--- src/verilog/memory_map_pkg.sv ---
// Purpose: shared constants and types for the memory map address decoder
// Assumes: 16-bit program and data spaces, word addressed
// Notes:   control bits live in a register reached over AHB-Lite
//
// Functional notes
// - placement 1: program FE00-FEFF and FF00-FFFF both reach block zero.
// - placement 0: data 0100-01FF and 0200-02FF both reach block zero.
// - data 0300-03FF and 0400-04FF always reach block one.
// - program words 0040-0043 hold the security password, not user code.
// - vectors sit at program 0000-003F; user code starts at 0044.
// - boot ROM enabled: program 0000-00FF goes to boot ROM.
// - mode select 0 sends low program space to flash, 1 to external.
// - program 8000-87FF is single-access RAM if enabled, else external bus.
// - data 0800-0FFF is single-access RAM if enabled, else reserved.
package memory_map_pkg;

   // -------------------------------------------------------------------
   // access targets
   // -------------------------------------------------------------------
   typedef enum logic [3:0] {
      TGT_NONE   = 4'h0,
      TGT_FLASH  = 4'h1,
      TGT_EXT    = 4'h2,
      TGT_BOOT   = 4'h3,
      TGT_B0     = 4'h4,
      TGT_B1     = 4'h5,
      TGT_B2     = 4'h6,
      TGT_SINGLE_ACCESS_RAM  = 4'h7,
      TGT_MMR    = 4'h8,
      TGT_PERIPH = 4'h9
   } target_t;

   // -------------------------------------------------------------------
   // address boundaries
   // -------------------------------------------------------------------
   localparam logic [15:0] P_VEC_END   = 16'h003F;
   localparam logic [15:0] P_PWD_LO    = 16'h0040;
   localparam logic [15:0] P_PWD_HI    = 16'h0043;
   localparam logic [15:0] P_USER_LO   = 16'h0044;
   localparam logic [15:0] P_BOOT_END  = 16'h00FF;
   localparam logic [15:0] P_FLASH_END = 16'h7FFF;
   localparam logic [15:0] P_SINGLE_ACCESS_RAM_LO  = 16'h8000;
   localparam logic [15:0] P_SINGLE_ACCESS_RAM_HI  = 16'h87FF;
   localparam logic [15:0] P_B0_ALIAS  = 16'hFE00;

   localparam logic [15:0] D_MMR_END   = 16'h005F;
   localparam logic [15:0] D_B2_LO     = 16'h0060;
   localparam logic [15:0] D_B2_HI     = 16'h007F;
   localparam logic [15:0] D_B0_LO     = 16'h0100;
   localparam logic [15:0] D_B0_HI     = 16'h02FF;
   localparam logic [15:0] D_B0_MAIN   = 16'h0200;
   localparam logic [15:0] D_B1_LO     = 16'h0300;
   localparam logic [15:0] D_B1_HI     = 16'h04FF;
   localparam logic [15:0] D_SINGLE_ACCESS_RAM_LO  = 16'h0800;
   localparam logic [15:0] D_SINGLE_ACCESS_RAM_HI  = 16'h0FFF;
   localparam logic [15:0] D_PERIPH_LO = 16'h7000;
   localparam logic [15:0] D_PERIPH_HI = 16'h7FFF;
   localparam logic [15:0] D_EXT_LO    = 16'h8000;

   // -------------------------------------------------------------------
   // register map (byte addresses) and control field positions
   // -------------------------------------------------------------------
   localparam logic [7:0] REG_CTRL      = 8'h00;
   localparam logic [7:0] REG_HIT_COUNT = 8'h04;
   localparam logic [7:0] REG_HIT_ADDR  = 8'h08;

   localparam int CTRL_PLACEMENT = 0;
   localparam int CTRL_PROG_SRAM = 1;
   localparam int CTRL_DATA_SRAM = 2;
   localparam int CTRL_MP_MODE   = 3;
   localparam int CTRL_BOOT_EN   = 4;
   localparam int CTRL_W         = 5;

   localparam logic [CTRL_W-1:0] CTRL_RESET = 5'h00;

endpackage : memory_map_pkg

--- src/verilog/space_decode.sv ---
// Purpose: combinational decode of one address space into a target and offset
// Assumes: IS_PROG selects program-space map, else data-space map
// Notes:   offset is the word index inside block and single-access RAM targets, else the full address

`timescale 1ns/10ps

module space_decode #(
   parameter bit IS_PROG = 1'b1
) (
   input  wire logic [15:0]            i_addr,
   input  wire logic                   i_block_zero_placement,
   input  wire logic                   i_program_sram_enable,
   input  wire logic                   i_data_sram_enable,
   input  wire logic                   i_microprocessor_mode_select,
   input  wire logic                   i_boot_enable,
   output memory_map_pkg::target_t     o_target,
   output logic      [15:0]            o_offset,
   output logic                        o_vector,
   output logic                        o_password
);

   always_comb begin
      o_target   = memory_map_pkg::TGT_NONE;
      o_offset   = i_addr;
      o_vector   = 1'b0;
      o_password = 1'b0;
      if (IS_PROG) begin
         o_vector   = (i_addr <= memory_map_pkg::P_VEC_END);
         o_password = (i_addr >= memory_map_pkg::P_PWD_LO) &&
                      (i_addr <= memory_map_pkg::P_PWD_HI);
         if (i_addr <= memory_map_pkg::P_FLASH_END) begin
            if (i_boot_enable && i_addr <= memory_map_pkg::P_BOOT_END) begin
               o_target = memory_map_pkg::TGT_BOOT;
            end else if (i_microprocessor_mode_select) begin
               o_target = memory_map_pkg::TGT_EXT;
            end else begin
               o_target = memory_map_pkg::TGT_FLASH;
            end
         end else if (i_addr >= memory_map_pkg::P_SINGLE_ACCESS_RAM_LO &&
                      i_addr <= memory_map_pkg::P_SINGLE_ACCESS_RAM_HI) begin
            if (i_program_sram_enable) begin
               o_target = memory_map_pkg::TGT_SINGLE_ACCESS_RAM;
               o_offset = {5'h00, i_addr[10:0]};
            end else begin
               o_target = memory_map_pkg::TGT_EXT;
            end
         end else if (i_addr >= memory_map_pkg::P_B0_ALIAS && i_block_zero_placement) begin
            // both 256-word halves fold onto the same block word
            o_target = memory_map_pkg::TGT_B0;
            o_offset = {8'h00, i_addr[7:0]};
         end else begin
            o_target = memory_map_pkg::TGT_EXT;
         end
      end else begin
         if (i_addr <= memory_map_pkg::D_MMR_END) begin
            o_target = memory_map_pkg::TGT_MMR;
         end else if (i_addr >= memory_map_pkg::D_B2_LO &&
                      i_addr <= memory_map_pkg::D_B2_HI) begin
            o_target = memory_map_pkg::TGT_B2;
            o_offset = {11'h000, i_addr[4:0]};
         end else if (i_addr >= memory_map_pkg::D_B0_LO &&
                      i_addr <= memory_map_pkg::D_B0_HI) begin
            // with placement 1 block zero belongs to program space
            if (!i_block_zero_placement) begin
               o_target = memory_map_pkg::TGT_B0;
               o_offset = {8'h00, i_addr[7:0]};
            end
         end else if (i_addr >= memory_map_pkg::D_B1_LO &&
                      i_addr <= memory_map_pkg::D_B1_HI) begin
            o_target = memory_map_pkg::TGT_B1;
            o_offset = {8'h00, i_addr[7:0]};
         end else if (i_addr >= memory_map_pkg::D_SINGLE_ACCESS_RAM_LO &&
                      i_addr <= memory_map_pkg::D_SINGLE_ACCESS_RAM_HI) begin
            if (i_data_sram_enable) begin
               o_target = memory_map_pkg::TGT_SINGLE_ACCESS_RAM;
               o_offset = {5'h00, i_addr[10:0]};
            end
         end else if (i_addr >= memory_map_pkg::D_PERIPH_LO &&
                      i_addr <= memory_map_pkg::D_PERIPH_HI) begin
            o_target = memory_map_pkg::TGT_PERIPH;
         end else if (i_addr >= memory_map_pkg::D_EXT_LO) begin
            o_target = memory_map_pkg::TGT_EXT;
         end
      end
   end

endmodule : space_decode

--- src/verilog/memory_map_decoder.sv ---
// Purpose: steer core program and data accesses to memory targets
// Assumes: one access per space per cycle, result registered one cycle later
// Notes:   control bits set over AHB-Lite; zero wait states, always OKAY

`timescale 1ns/10ps

module memory_map_decoder #(
   parameter logic MP_MODE_RESET = 1'b0
) (
   input  wire logic                   i_clock,
   input  wire logic                   i_rst,
   // ahb-lite slave
   input  wire logic                   hsel,
   input  wire logic [31:0]            haddr,
   input  wire logic [1:0]             htrans,
   input  wire logic                   hwrite,
   input  wire logic [2:0]             hsize,
   input  wire logic [31:0]            hwdata,
   input  wire logic                   hready,
   output logic                        hreadyout,
   output logic                        hresp,
   output logic      [31:0]            hrdata,
   // program space
   input  wire logic                   i_prog_req,
   input  wire logic [15:0]            i_prog_addr,
   input  wire logic                   i_prog_write,
   output logic                        o_prog_valid,
   output memory_map_pkg::target_t     o_prog_target,
   output logic      [15:0]            o_prog_offset,
   output logic                        o_prog_write_en,
   output logic                        o_prog_vector,
   output logic                        o_prog_password,
   // data space
   input  wire logic                   i_data_req,
   input  wire logic [15:0]            i_data_addr,
   input  wire logic                   i_data_write,
   output logic                        o_data_valid,
   output memory_map_pkg::target_t     o_data_target,
   output logic      [15:0]            o_data_offset,
   output logic                        o_data_write_en
);

   // -------------------------------------------------------------------
   // control register and bus slave
   // -------------------------------------------------------------------
   logic [memory_map_pkg::CTRL_W-1:0] ctrl_r;
   logic                              wr_pend_r;
   logic [7:0]                        wr_addr_r;
   logic [15:0]                       hit_count_r;
   logic [15:0]                       hit_addr_r;
   logic                              addr_phase;

   assign addr_phase = hsel && htrans[1] && hready;
   assign hreadyout  = 1'b1;
   assign hresp      = 1'b0;

   always_ff @(posedge i_clock) begin
      if (i_rst) begin
         wr_pend_r <= 1'b0;
         wr_addr_r <= 8'h00;
      end else begin
         wr_pend_r <= addr_phase && hwrite;
         if (addr_phase) begin
            wr_addr_r <= haddr[7:0];
         end
      end
   end

   always_ff @(posedge i_clock) begin
      if (i_rst) begin
         ctrl_r <= memory_map_pkg::CTRL_RESET;
         ctrl_r[memory_map_pkg::CTRL_MP_MODE] <= 1'b0;
      end else if (wr_pend_r && wr_addr_r == memory_map_pkg::REG_CTRL) begin
         ctrl_r <= hwdata[memory_map_pkg::CTRL_W-1:0];
      end
   end

   // mode select reset value is a parameter, held until the first edge after release, then the register bit takes over
   logic mp_loaded_r;
   always_ff @(posedge i_clock) begin
      if (i_rst) begin
         mp_loaded_r <= 1'b0;
      end else begin
         mp_loaded_r <= 1'b1;
      end
   end

   logic mp_mode;
   assign mp_mode = mp_loaded_r ? ctrl_r[memory_map_pkg::CTRL_MP_MODE] : MP_MODE_RESET;

   always_ff @(posedge i_clock) begin
      if (i_rst) begin
         hrdata <= 32'h0000_0000;
      end else if (addr_phase && !hwrite) begin
         unique case (haddr[7:0])
            memory_map_pkg::REG_CTRL:
               hrdata <= {27'h000_0000, ctrl_r[4], mp_mode, ctrl_r[2:0]};
            memory_map_pkg::REG_HIT_COUNT: hrdata <= {16'h0000, hit_count_r};
            memory_map_pkg::REG_HIT_ADDR:  hrdata <= {16'h0000, hit_addr_r};
            default:                       hrdata <= 32'h0000_0000;
         endcase
      end
   end

   // -------------------------------------------------------------------
   // decode
   // -------------------------------------------------------------------
   memory_map_pkg::target_t prog_tgt;
   memory_map_pkg::target_t data_tgt;
   logic [15:0]             prog_off;
   logic [15:0]             data_off;
   logic                    prog_vec;
   logic                    prog_pwd;

   space_decode #(.IS_PROG(1'b1)) u_prog (
      .i_addr                       (i_prog_addr),
      .i_block_zero_placement       (ctrl_r[memory_map_pkg::CTRL_PLACEMENT]),
      .i_program_sram_enable        (ctrl_r[memory_map_pkg::CTRL_PROG_SRAM]),
      .i_data_sram_enable           (ctrl_r[memory_map_pkg::CTRL_DATA_SRAM]),
      .i_microprocessor_mode_select (mp_mode),
      .i_boot_enable                (ctrl_r[memory_map_pkg::CTRL_BOOT_EN]),
      .o_target                     (prog_tgt),
      .o_offset                     (prog_off),
      .o_vector                     (prog_vec),
      .o_password                   (prog_pwd)
   );

   space_decode #(.IS_PROG(1'b0)) u_data (
      .i_addr                       (i_data_addr),
      .i_block_zero_placement       (ctrl_r[memory_map_pkg::CTRL_PLACEMENT]),
      .i_program_sram_enable        (ctrl_r[memory_map_pkg::CTRL_PROG_SRAM]),
      .i_data_sram_enable           (ctrl_r[memory_map_pkg::CTRL_DATA_SRAM]),
      .i_microprocessor_mode_select (mp_mode),
      .i_boot_enable                (ctrl_r[memory_map_pkg::CTRL_BOOT_EN]),
      .o_target                     (data_tgt),
      .o_offset                     (data_off),
      .o_vector                     (),
      .o_password                   ()
   );

   // -------------------------------------------------------------------
   // registered outputs
   // -------------------------------------------------------------------
   // password words and boot ROM are never writable from the core
   logic prog_wr_ok;
   assign prog_wr_ok = i_prog_write && prog_tgt != memory_map_pkg::TGT_NONE &&
                       prog_tgt != memory_map_pkg::TGT_BOOT && !prog_pwd;

   always_ff @(posedge i_clock) begin
      if (i_rst) begin
         o_prog_valid    <= 1'b0;
         o_prog_target   <= memory_map_pkg::TGT_NONE;
         o_prog_offset   <= 16'h0000;
         o_prog_write_en <= 1'b0;
         o_prog_vector   <= 1'b0;
         o_prog_password <= 1'b0;
      end else begin
         o_prog_valid    <= i_prog_req;
         o_prog_target   <= i_prog_req ? prog_tgt : memory_map_pkg::TGT_NONE;
         o_prog_offset   <= prog_off;
         o_prog_write_en <= i_prog_req && prog_wr_ok;
         o_prog_vector   <= i_prog_req && prog_vec;
         o_prog_password <= i_prog_req && prog_pwd;
      end
   end

   always_ff @(posedge i_clock) begin
      if (i_rst) begin
         o_data_valid    <= 1'b0;
         o_data_target   <= memory_map_pkg::TGT_NONE;
         o_data_offset   <= 16'h0000;
         o_data_write_en <= 1'b0;
      end else begin
         o_data_valid    <= i_data_req;
         o_data_target   <= i_data_req ? data_tgt : memory_map_pkg::TGT_NONE;
         o_data_offset   <= data_off;
         o_data_write_en <= i_data_req && i_data_write &&
                            data_tgt != memory_map_pkg::TGT_NONE;
      end
   end

   // -------------------------------------------------------------------
   // reserved-access log; a hit in the clearing cycle still counts
   // -------------------------------------------------------------------
   logic hit;
   logic clr;
   assign hit = i_data_req && data_tgt == memory_map_pkg::TGT_NONE;
   assign clr = wr_pend_r && wr_addr_r == memory_map_pkg::REG_HIT_COUNT;

   always_ff @(posedge i_clock) begin
      if (i_rst) begin
         hit_count_r <= 16'h0000;
         hit_addr_r  <= 16'h0000;
      end else begin
         if (hit) begin
            hit_count_r <= (clr ? 16'h0000 : hit_count_r) + 16'h0001;
            hit_addr_r  <= i_data_addr;
         end else if (clr) begin
            hit_count_r <= 16'h0000;
         end
      end
   end

endmodule : memory_map_decoder

--- config.mk ---
export PLATFORM = sky130hd
export DESIGN_NAME = memory_map_decoder
export DESIGN_NICKNAME = d
export VERILOG_FILES = /design/src/verilog/memory_map_pkg.sv /design/src/verilog/space_decode.sv /design/src/verilog/memory_map_decoder.sv
export SDC_FILE = /design/constraint.sdc
export NUM_CORES = 1
export LEC_CHECK = 0
export BUFFER_PORTS_ARGS = -buffer_cell sky130_fd_sc_hd__buf_2
export CORE_ASPECT_RATIO = 0.5
export CORE_UTILIZATION = 45
export CTS_CLUSTER_DIAMETER = 100
export DETAILED_ROUTE_END_ITERATION = 6
export PLACE_DENSITY_LB_ADDON = 0.12
export SLEW_MARGIN = 20
export SYNTH_ARGS = -nofsm -noshare
export SYNTH_HDL_FRONTEND = slang
export SYNTH_HIERARCHICAL = 1
export SYNTH_SLANG_ARGS = --single-unit
--- constraint.sdc ---
create_clock -name i_clock -period 5.8 [get_ports i_clock]
set_clock_uncertainty 0.05 [all_clocks]
set_input_delay 1.16 -clock i_clock [delete_from_list [all_inputs] [get_ports i_clock]]
set_output_delay 1.16 -clock i_clock [all_outputs]
set_load 0.02 [all_outputs]
# Word-level counts from Yosys, hierarchy flattened
# Cells that the tools add are included.
# W data, S select, Z words.
[op_classes]
n_shift = 0
order_cmp = 20
bitwise = 2
n_addsub = 1
n_div = 0
reduce_logical = 33
multipliers = 0
eq_ne = 4
mux = 31
[ops]
columns = ["operator", "n"]
rows = [
  ["$mux W16", 13],
  ["$ge A16 B16 Y1 const B", 3],
  ["$le A16 B7 Y1 const B", 3],
  ["$pmux W16 S3", 1],
  ["$mux W4", 9],
  ["$ge A16 B7 Y1 const B", 2],
  ["$le A16 B15 Y1 const B", 2],
  ["$logic_and A1 B1 Y1", 24],
  ["$add A16 B1 Y16 const B", 1],
  ["$eq A8 B3 Y1 const B", 2],
  ["$ge A16 B10 Y1 const B", 1],
  ["$ge A16 B12 Y1 const B", 1],
  ["$ge A16 B15 Y1 const B", 1],
  ["$ge A16 B9 Y1 const B", 1],
  ["$le A16 B10 Y1 const B", 1],
  ["$le A16 B11 Y1 const B", 1],
  ["$le A16 B12 Y1 const B", 1],
  ["$le A16 B16 Y1 const B", 1],
  ["$le A16 B6 Y1 const B", 1],
  ["$le A16 B8 Y1 const B", 1],
  ["$logic_not A8 Y1", 2],
  ["$mux W3", 4],
  ["$eq A8 B4 Y1 const B", 1],
  ["$reduce_bool A4 Y1", 2],
  ["7 further kinds", 12],
]
[word_totals]
latch_bits = 0
mem_count = 0
rom_bits = 0
out_inout_bits = 80
ramBits = 0
regBits = 125

# Longest topological paths before layout
# Gate-level depths: netlist of run 1.
[logic_depth]
depth_word = 11
ltp_mapped = 10

# Modules after synthesis
# Netlist of run 1, hierarchy kept.
[by_module_without_submodules]
columns = ["mod", "seq_area_each_um2", "instances", "area_per_inst_um2", "cells_each"]
rows = [
  ["memory_map_decoder", 2182.1, 1, 3971.3, 410],
  ["space_decode (u_data)", 0.0, 1, 297.8, 46],
  ["space_decode (u_prog)", 0.0, 1, 271.5, 36],
]

# Worst setup path after synthesis of run 1
# Ideal clock, no wire load.
[synth_timing]
path_kind = "input-to-reg"
start = "input port i_data_addr[14]"
end = "register hit_addr_r[13]"
arrival_ns = 3.080
setup_ns = 0.071
required_ns = 5.679
path_buffers = 2
path_slack_ns = 2.600
cell_stages = 10
cell_sequence = "nor4_4 > nand2_2 > or4_4 > o21ai_2 > nor4_4 > buf_6 > nand2_1 > clkbuf_1 > nand2_1 > a21oi_1"
[synth_via]
elab_chain_len = 10
elab_cells_between_ends = 26
[synth_rtl]
columns = ["element", "line", "text"]
rows = [
  ["from (decl)", "memory_map_decoder.sv:35", "input wire logic [15:0] i_data_addr,"],
  ["$ge A16 B16 Y1 (tied with other cells)", "space_decode.sv:81", "end else if (i_addr >= memory_map_pkg::D_EXT_LO) begin"],
  ["$mux W2 or $logic_and A1 B1 Y1 (tied branches)", "space_decode.sv:81, space_decode.sv:78", ""],
  ["$mux W4", "space_decode.sv:78", "end else if (i_addr >= memory_map_pkg::D_PERIPH_LO &&"],
  ["$mux W4", "space_decode.sv:72", "end else if (i_addr >= memory_map_pkg::D_SINGLE_ACCESS_RAM_LO &&"],
  ["$mux W4", "space_decode.sv:68", "end else if (i_addr >= memory_map_pkg::D_B1_LO &&"],
  ["$mux W4", "space_decode.sv:61", "end else if (i_addr >= memory_map_pkg::D_B0_LO &&"],
  ["$mux W4", "space_decode.sv:57", "end else if (i_addr >= memory_map_pkg::D_B2_LO &&"],
  ["$mux W4 (*)", "space_decode.sv:55", "if (i_addr <= memory_map_pkg::D_MMR_END) begin"],
  ["named net data_tgt[1]", "memory_map_decoder.sv:109", "memory_map_pkg::target_t data_tgt;"],
  ["$logic_not A4 Y1 (*)", "memory_map_decoder.sv:187", "assign hit = i_data_req && data_tgt == memory_map_pkg::TGT_NONE;"],
  ["$logic_and A1 B1 Y1 (*)", "memory_map_decoder.sv:187", ""],
  ["to (signal assigned)", "memory_map_decoder.sv:197", "hit_addr_r <= i_data_addr;"],
  ["to (decl)", "memory_map_decoder.sv:50", "logic [15:0] hit_addr_r;"],
]
# The timed path passes the listed nets; every way through them passes the cells marked *.
# A chain may end at the register's enable or synchronous reset.

# Worst setup path after layout of run 1
[layout_timing]
start = "input port i_data_addr[11]"
end = "register hit_addr_r[6]"
[layout_via]
elab_chain_len = 10
elab_cells_between_ends = 26
[layout_rtl]
columns = ["element", "line"]
rows = [
  ["$ge A16 B15 Y1 or $le A16 B15 Y1 (tied branches)", "space_decode.sv:78, space_decode.sv:79"],
  ["$logic_and A1 B1 Y1", "space_decode.sv:78"],
  ["$mux W4", "space_decode.sv:78"],
  ["$mux W4", "space_decode.sv:72"],
  ["$mux W4", "space_decode.sv:68"],
  ["$mux W4", "space_decode.sv:61"],
  ["$mux W4", "space_decode.sv:57"],
  ["$mux W4 (*)", "space_decode.sv:55"],
  ["named net data_tgt[0]", "memory_map_decoder.sv:109"],
  ["$logic_not A4 Y1 (*)", "memory_map_decoder.sv:187"],
  ["$logic_and A1 B1 Y1 (*)", "memory_map_decoder.sv:187"],
]
# Marked as above.

==> metrics.txt, run 1 <==
# TYPE chip_impl_metric gauge
chip_impl_metric{name="grt_start_max_net_pins",unit=""} 70
chip_impl_metric{name="intPower",unit="mW"} 1.20
chip_impl_metric{name="fp.dieH",unit="um"} 72.9
chip_impl_metric{name="wl_per_cell",unit="um"} 14.1
chip_impl_metric{name="synthesis.instances",unit=""} 489
chip_impl_metric{name="antenna_violating_nets_post_route",unit=""} 0
chip_impl_metric{name="num_vias",unit=""} 3562
chip_impl_metric{name="n_antenna_cell",unit=""} 0
chip_impl_info{name="run_status",value="finished clean"} 1
chip_impl_info{name="cp-end-kind",value="register"} 1
chip_impl_metric{name="core_area",unit="um2"} 9600
chip_impl_metric{name="power.clock.fraction",unit="%"} 41.6
chip_impl_metric{name="cts.repair_timing.setup_buffer_count",unit=""} 0
chip_impl_info{name="path_class",value="in2reg"} 1
chip_impl_metric{name="ys.warnings.count",unit=""} 6
chip_impl_metric{name="initial_utilization",unit="%"} 47.1
chip_impl_metric{name="via_per_inst",unit=""} 4.97
chip_impl_metric{name="grt_overflow_total",unit=""} 0
chip_impl_metric{name="grt_pass1_wl",unit="um"} 15800
chip_impl_metric{name="clock.fmax",unit="GHz"} 0.294
chip_impl_metric{name="antenna_found_initial",unit=""} 0
chip_impl_metric{name="instances_no_fill",unit=""} 716
chip_impl_metric{name="power.switching",unit="uW"} 382
chip_impl_metric{name="share_of_total_power_consumed_by_net_switching",unit="%"} 24.2
chip_impl_metric{name="min_period",unit="ns"} 3.40
chip_impl_metric{name="hold_vio_cnt_final",unit=""} 0
chip_impl_metric{name="groute.usage.overall",unit="%"} 20.0
chip_impl_metric{name="detail_route.first_pass.iterations",unit=""} 5
chip_impl_metric{name="period_share",unit="%"} 58.6
chip_impl_metric{name="timing.reg2reg.worst_path_depth",unit=""} 6
chip_impl_metric{name="design.die.area",unit="um2"} 10500
chip_impl_metric{name="leakagePower",unit="nW"} 2.28
chip_impl_metric{name="area.growth.synth_to_final",unit="%"} 17.5
chip_impl_metric{name="detailed_place_hpwl",unit="um"} 7380
chip_impl_metric{name="post_cts_resize_count",unit=""} 0
chip_impl_metric{name="maximum_capacitance_violations",unit=""} 0
chip_impl_metric{name="post_route_cells_drive_above_1_share",unit="%"} 26.2
chip_impl_metric{name="power_frac_seq",unit="%"} 49.3
chip_impl_metric{name="drc",unit=""} 0
chip_impl_metric{name="power.ir.vdd_worst",unit="uV"} 157
chip_impl_metric{name="max_slew_violation_total_from_the_final_report",unit=""} 0
chip_impl_info{name="cts_tree",value="done"} 1
chip_impl_metric{name="timing_worst_slew_pin_value",unit="ns"} 1.06
chip_impl_metric{name="clock_sinks",unit=""} 109
chip_impl_metric{name="floorplan.rows",unit=""} 25
chip_impl_metric{name="placedCellCount",unit=""} 700
chip_impl_info{name="grt_setup_unrepaired",value="false"} 1
chip_impl_metric{name="setup_viol",unit=""} 0
chip_impl_metric{name="finalWeightedCongestion",unit=""} 0.779
chip_impl_info{name="reg2reg_from",value="ctrl_r[2]"} 1
chip_impl_info{name="worst_hold_path_type",value="reg2reg"} 1
chip_impl_metric{name="timing.critical_path.required",unit="ns"} 6.02
chip_impl_metric{name="slew_headroom",unit="%"} 28.9
chip_impl_metric{name="top_level_ports",unit=""} 190
chip_impl_metric{name="timing.reg2reg.setup_slack",unit="ns"} 3.07
chip_impl_info{name="worst_case_hold_path_end_point",value="wr_addr_r[1]"} 1
chip_impl_info{name="clock_tree.root_cell",value="clkbuf_16"} 1
chip_impl_info{name="crit_path_start_kind",value="primary input"} 1
chip_impl_metric{name="ctsLongestPathBuffers",unit=""} 2
chip_impl_metric{name="setup_tns_final",unit="ns"} 0
chip_impl_metric{name="clock_latency",unit="ns"} 0.35
chip_impl_metric{name="wirelength",unit="um"} 10100
chip_impl_metric{name="hold_depth",unit=""} 2
chip_impl_metric{name="port_buffers",unit=""} 116
chip_impl_metric{name="clk_pin_slew",unit="ns"} 0.07
chip_impl_metric{name="power.density",unit="nW/um2"} 298
chip_impl_metric{name="post_cts_hold_buffer_count",unit=""} 0
chip_impl_metric{name="finish.net_count",unit=""} 687
chip_impl_metric{name="power.share.combinational",unit="%"} 9.1
chip_impl_metric{name="dr.first_iter.drc_count",unit=""} 201
chip_impl_metric{name="first_global_vias",unit=""} 3107
chip_impl_metric{name="critPathMaxFanout",unit=""} 18
chip_impl_info{name="min_from",value="wr_addr_r[1]"} 1
chip_impl_metric{name="netlist_area",unit="um2"} 4520
chip_impl_metric{name="cp.arrival",unit="ns"} 3.62
chip_impl_metric{name="syn-mean-instance-area",unit="um2"} 9.25
chip_impl_metric{name="die_x",unit="um"} 144
chip_impl_info{name="timing.rr.end",value="hit_addr_r[6]"} 1
chip_impl_metric{name="cts-htree-levels",unit=""} 3
chip_impl_metric{name="cts_buffers",unit=""} 9
## stage by stage
stage                     instance area [um2]  utilization, %  worst slack [ns]  total power, mW  hold slack (ns)
after floorplan                          4580               -              2.60            0.902            0.386
after global placement                   4980            51.9              2.06            0.941            0.394
after detailed placement                 4980            51.9              2.07            0.942            0.398
after CTS                                5310            55.2              2.43             1.60            0.408
after global routing                     5310            55.3              2.17             1.65            0.432
final                                    5310            55.3              2.40             1.58            0.405
## worst max-delay path by stage
stage / to / from / depth (start not counted)
floorplan: hit_addr_r[13] / i_data_addr[14] / 10
global placement: hit_addr_r[10] / i_data_addr[11] / 8
detailed placement: hit_addr_r[13] / i_data_addr[11] / 8
CTS: hit_addr_r[6] / i_data_addr[11] / 8
global route: hit_count_r[0] / i_data_addr[11] / 8
finish: hit_addr_r[6] / i_data_addr[11] / 8
## flip-flops by register name, summed over array words and instances (netlist names), 5 cells and up
signal / flops
o_prog_offset: 16
ctrl_r: 5
hrdata: 16
wr_addr_r: 8
o_data_offset: 16
hit_count_r: 16
hit_addr_r: 16
## final cells by class
type | count | area, um2
Inverter | 8 | 30.0
Fill cell | 917 | 4290
Multi-Input combinational cell | 331 | 2020
Clock buffer | 9 | 225
Clock inverter | 7 | 98.8
Tap cell | 135 | 169
Sequential cell | 109 | 2180
Timing Repair Buffer | 117 | 588
## critical path, cell delays in order
cell and delay [ns]:
buf_2 0.15, inv_1 0.08, o21ai_0 0.29, o21ai_0 0.25, nor4_4 0.71, and2_1 0.65
nand2_1 0.17, a21oi_1 0.16
## power by group through the flow
stage	combinational (mW)	clock [mW]	sequential, mW
after detailed placement	0.144	0	0.798
after global routing	0.159	0.705	0.783
after floorplan	0.0873	0	0.814
after CTS	0.144	0.676	0.780
after global placement	0.143	0	0.797
final	0.144	0.659	0.780
## cells in the final DEF (no fill, tap or decap), types with 8 or more instances in the layout
cell type	instances
mux2i_1	10
nand2_1	64
o21ai_0	13
conb_1	19
a21oi_1	37
clkbuf_16	9
and2_1	18
inv_1	8
nor2_1	17
buf_2	116
dfxtp_1	109
a22o_1	27
nor2b_1	39
nand3_1	14
## routing by layer
metal / global-route usage (%) / wire length (um)
met5: 0 / 0
met4: 5.32 / 41
met3: 5.12 / 487
met2: 29.8 / 4280
met1: 28.6 / 5310
No activity file was read; power rests on OpenSTA's default activity.
==> run 2, diff against run 1 <==
clock period = 3.51 ns   (was 5.8 ns; I/O delays follow)
==> run 2 against run 1 <==
Non-clock buffer count grew 7. Critical path depth is the same. Count of clock-buffer cells in the layout is the same. Worst setup slack lost 1.6 ns. Final cell count grew 0.98%. Wire length is essentially flat. Hold slack is essentially flat. Global-route usage shrank 0.081 points. Flip-flop and latch count is the same. Combinational power grew 69%. Final area is essentially flat. Critical path type unchanged. Largest cell class unchanged.
==> metrics.txt, run 2 (synthesized netlist as in run 1, its figures left out) <==
# TYPE chip_impl_metric gauge
chip_impl_metric{name="drc",unit=""} 0
chip_impl_metric{name="period_share",unit="%"} 76.6
chip_impl_metric{name="final-seq-area",unit="um2"} 2180
chip_impl_metric{name="clk_pin_slew",unit="ns"} 0.07
chip_impl_metric{name="power.clock.fraction",unit="%"} 38.1
chip_impl_metric{name="critPathMaxFanout",unit=""} 7
chip_impl_metric{name="share_of_total_power_consumed_by_net_switching",unit="%"} 25.5
chip_impl_metric{name="hold_vio_cnt_final",unit=""} 0
chip_impl_metric{name="clock.fmax",unit="GHz"} 0.372
chip_impl_info{name="grt_setup_unrepaired",value="false"} 1
chip_impl_metric{name="power.density",unit="nW/um2"} 466
chip_impl_metric{name="setup_tns_final",unit="ns"} 0
chip_impl_metric{name="max_slew_violation_total_from_the_final_report",unit=""} 0
chip_impl_metric{name="finalWeightedCongestion",unit=""} 0.792
chip_impl_metric{name="clock_sinks",unit=""} 109
chip_impl_info{name="cp-end-kind",value="register"} 1
chip_impl_metric{name="leakagePower",unit="nW"} 2.29
chip_impl_metric{name="power.share.combinational",unit="%"} 9.9
chip_impl_metric{name="antenna_found_initial",unit=""} 0
chip_impl_metric{name="fp.dieH",unit="um"} 72.9
chip_impl_metric{name="maximum_capacitance_violations",unit=""} 0
chip_impl_metric{name="finish.net_count",unit=""} 694
chip_impl_metric{name="multi_input_comb_area",unit="um2"} 2010
chip_impl_info{name="path_class",value="in2reg"} 1
chip_impl_info{name="cts_tree",value="done"} 1
chip_impl_metric{name="groute.usage.overall",unit="%"} 19.9
chip_impl_metric{name="cts-htree-levels",unit=""} 3
chip_impl_info{name="leading_cell_type_in_the_layout_fill_and_taps_excluded",value="buf_2"} 1
chip_impl_metric{name="top_level_ports",unit=""} 190
chip_impl_metric{name="die_x",unit="um"} 144
chip_impl_metric{name="port_buffers",unit=""} 116
chip_impl_info{name="final_cell_mix",value="buf_2 (116), dfxtp_1 (109), nand2_1 (64), nor2b_1 (39), a21oi_1 (37)"} 1
chip_impl_info{name="run_status",value="finished clean"} 1
chip_impl_metric{name="core_area",unit="um2"} 9600
chip_impl_metric{name="clock_latency",unit="ns"} 0.34
chip_impl_metric{name="initial_utilization",unit="%"} 47.1
chip_impl_metric{name="cp.arrival",unit="ns"} 2.91
chip_impl_metric{name="slew_headroom",unit="%"} 46.5
chip_impl_metric{name="post_cts_resize_count",unit=""} 0
chip_impl_info{name="crit_path_start_kind",value="primary input"} 1
chip_impl_metric{name="grt_overflow_total",unit=""} 0
chip_impl_info{name="clock_tree.root_cell",value="clkbuf_16"} 1
chip_impl_metric{name="via_per_inst",unit=""} 4.93
chip_impl_metric{name="cts_buffers",unit=""} 9
chip_impl_metric{name="min_period",unit="ns"} 2.69
chip_impl_metric{name="first_global_vias",unit=""} 3117
chip_impl_metric{name="power.switching",unit="uW"} 632
chip_impl_metric{name="fin_total_pwr",unit="mW"} 2.48
chip_impl_metric{name="wirelength",unit="um"} 10100
chip_impl_metric{name="area.growth.synth_to_final",unit="%"} 17.4
chip_impl_metric{name="power_frac_seq",unit="%"} 52.1
chip_impl_metric{name="floorplan.rows",unit=""} 25
chip_impl_metric{name="post_route_cells_drive_above_1_share",unit="%"} 26.9
chip_impl_metric{name="instances_no_fill",unit=""} 723
chip_impl_metric{name="wl_per_cell",unit="um"} 14.0
chip_impl_metric{name="timing.critical_path.required",unit="ns"} 3.73
chip_impl_metric{name="timing_worst_slew_pin_value",unit="ns"} 0.801
chip_impl_metric{name="design.die.area",unit="um2"} 10500
chip_impl_metric{name="antenna_violating_nets_post_route",unit=""} 0
chip_impl_metric{name="power.ir.vdd_worst",unit="uV"} 267
chip_impl_metric{name="dr.first_iter.drc_count",unit=""} 197
chip_impl_metric{name="setup_viol",unit=""} 0
chip_impl_metric{name="grt_pass1_wl",unit="um"} 15900
chip_impl_info{name="worst_hold_path_type",value="reg2reg"} 1
chip_impl_metric{name="detail_route.first_pass.iterations",unit=""} 4
chip_impl_metric{name="n_antenna_cell",unit=""} 0
chip_impl_metric{name="num_vias",unit=""} 3562
chip_impl_metric{name="grt_start_max_net_pins",unit=""} 42
chip_impl_metric{name="timing.reg2reg.setup_slack",unit="ns"} 1.03
chip_impl_metric{name="intPower",unit="mW"} 1.84
chip_impl_metric{name="layout.filler_cells",unit=""} 915
chip_impl_metric{name="post_cts_hold_buffer_count",unit=""} 0
chip_impl_metric{name="ctsLongestPathBuffers",unit=""} 2
chip_impl_metric{name="detailed_place_hpwl",unit="um"} 7500
chip_impl_metric{name="cts.repair_timing.setup_buffer_count",unit=""} 0
chip_impl_metric{name="placedCellCount",unit=""} 707
run 2: path summary, 6_finish.rpt:
check / startpoint / to / depth (start not counted)
hold / removal: hit_addr_r[0] / hit_addr_r[0] / 2
setup reg to reg: ctrl_r[2] / hit_count_r[10] / 6
hold reg to reg: hit_addr_r[0] / hit_addr_r[0] / 2
setup / recovery: i_data_addr[11] / hit_count_r[10] / 8
run 2: worst max-delay path, cell delays in order:
cell and delay [ns]:
buf_2 0.15, inv_1 0.08, o21ai_0 0.30, o21ai_0 0.25, nor4_4 0.59, nand4_2 0.29
or3_1 0.40, a21oi_1 0.14
run 2: routing by layer:
layer / GRT usage [%] / routed length, um
met4: 3.90 / 61
met5: 0 / 0
met1: 29.3 / 5410
met2: 29.4 / 4180
met3: 4.86 / 471
run 2: final cells by class:
type,count,share of cell area [%]
well taps,135,3.18
clock inverters,7,0.966
inverters,8,0.566
flip-flops and latches,109,41.1
multi-input cells,331,37.9
clock buffers,9,4.24
repair buffers,124,12.1
run 2: metrics by stage:
stage / hold slack [ns] / utilization [%] / cell area [um2] / setup WS [ns]
6_report: 0.405 / 55.3 / 5310 / 0.822
4_1_cts: 0.406 / 55.3 / 5310 / 0.812
3_5_place_dp: 0.399 / 52.4 / 5030 / 0.468
3_3_place_gp: 0.394 / 52.4 / 5030 / 0.521
5_1_grt: 0.430 / 55.3 / 5310 / 0.654
2_1_floorplan: 0.386 / - / 4580 / 0.768
run 2: power by group through the flow:
stage	registers, mW	clock network [mW]	logic [mW]
5_1_grt	1.29	1.02	0.269
6_report	1.29	0.943	0.244
2_1_floorplan	1.35	0	0.144
3_5_place_dp	1.32	0	0.244
3_3_place_gp	1.32	0	0.242
4_1_cts	1.29	0.967	0.245
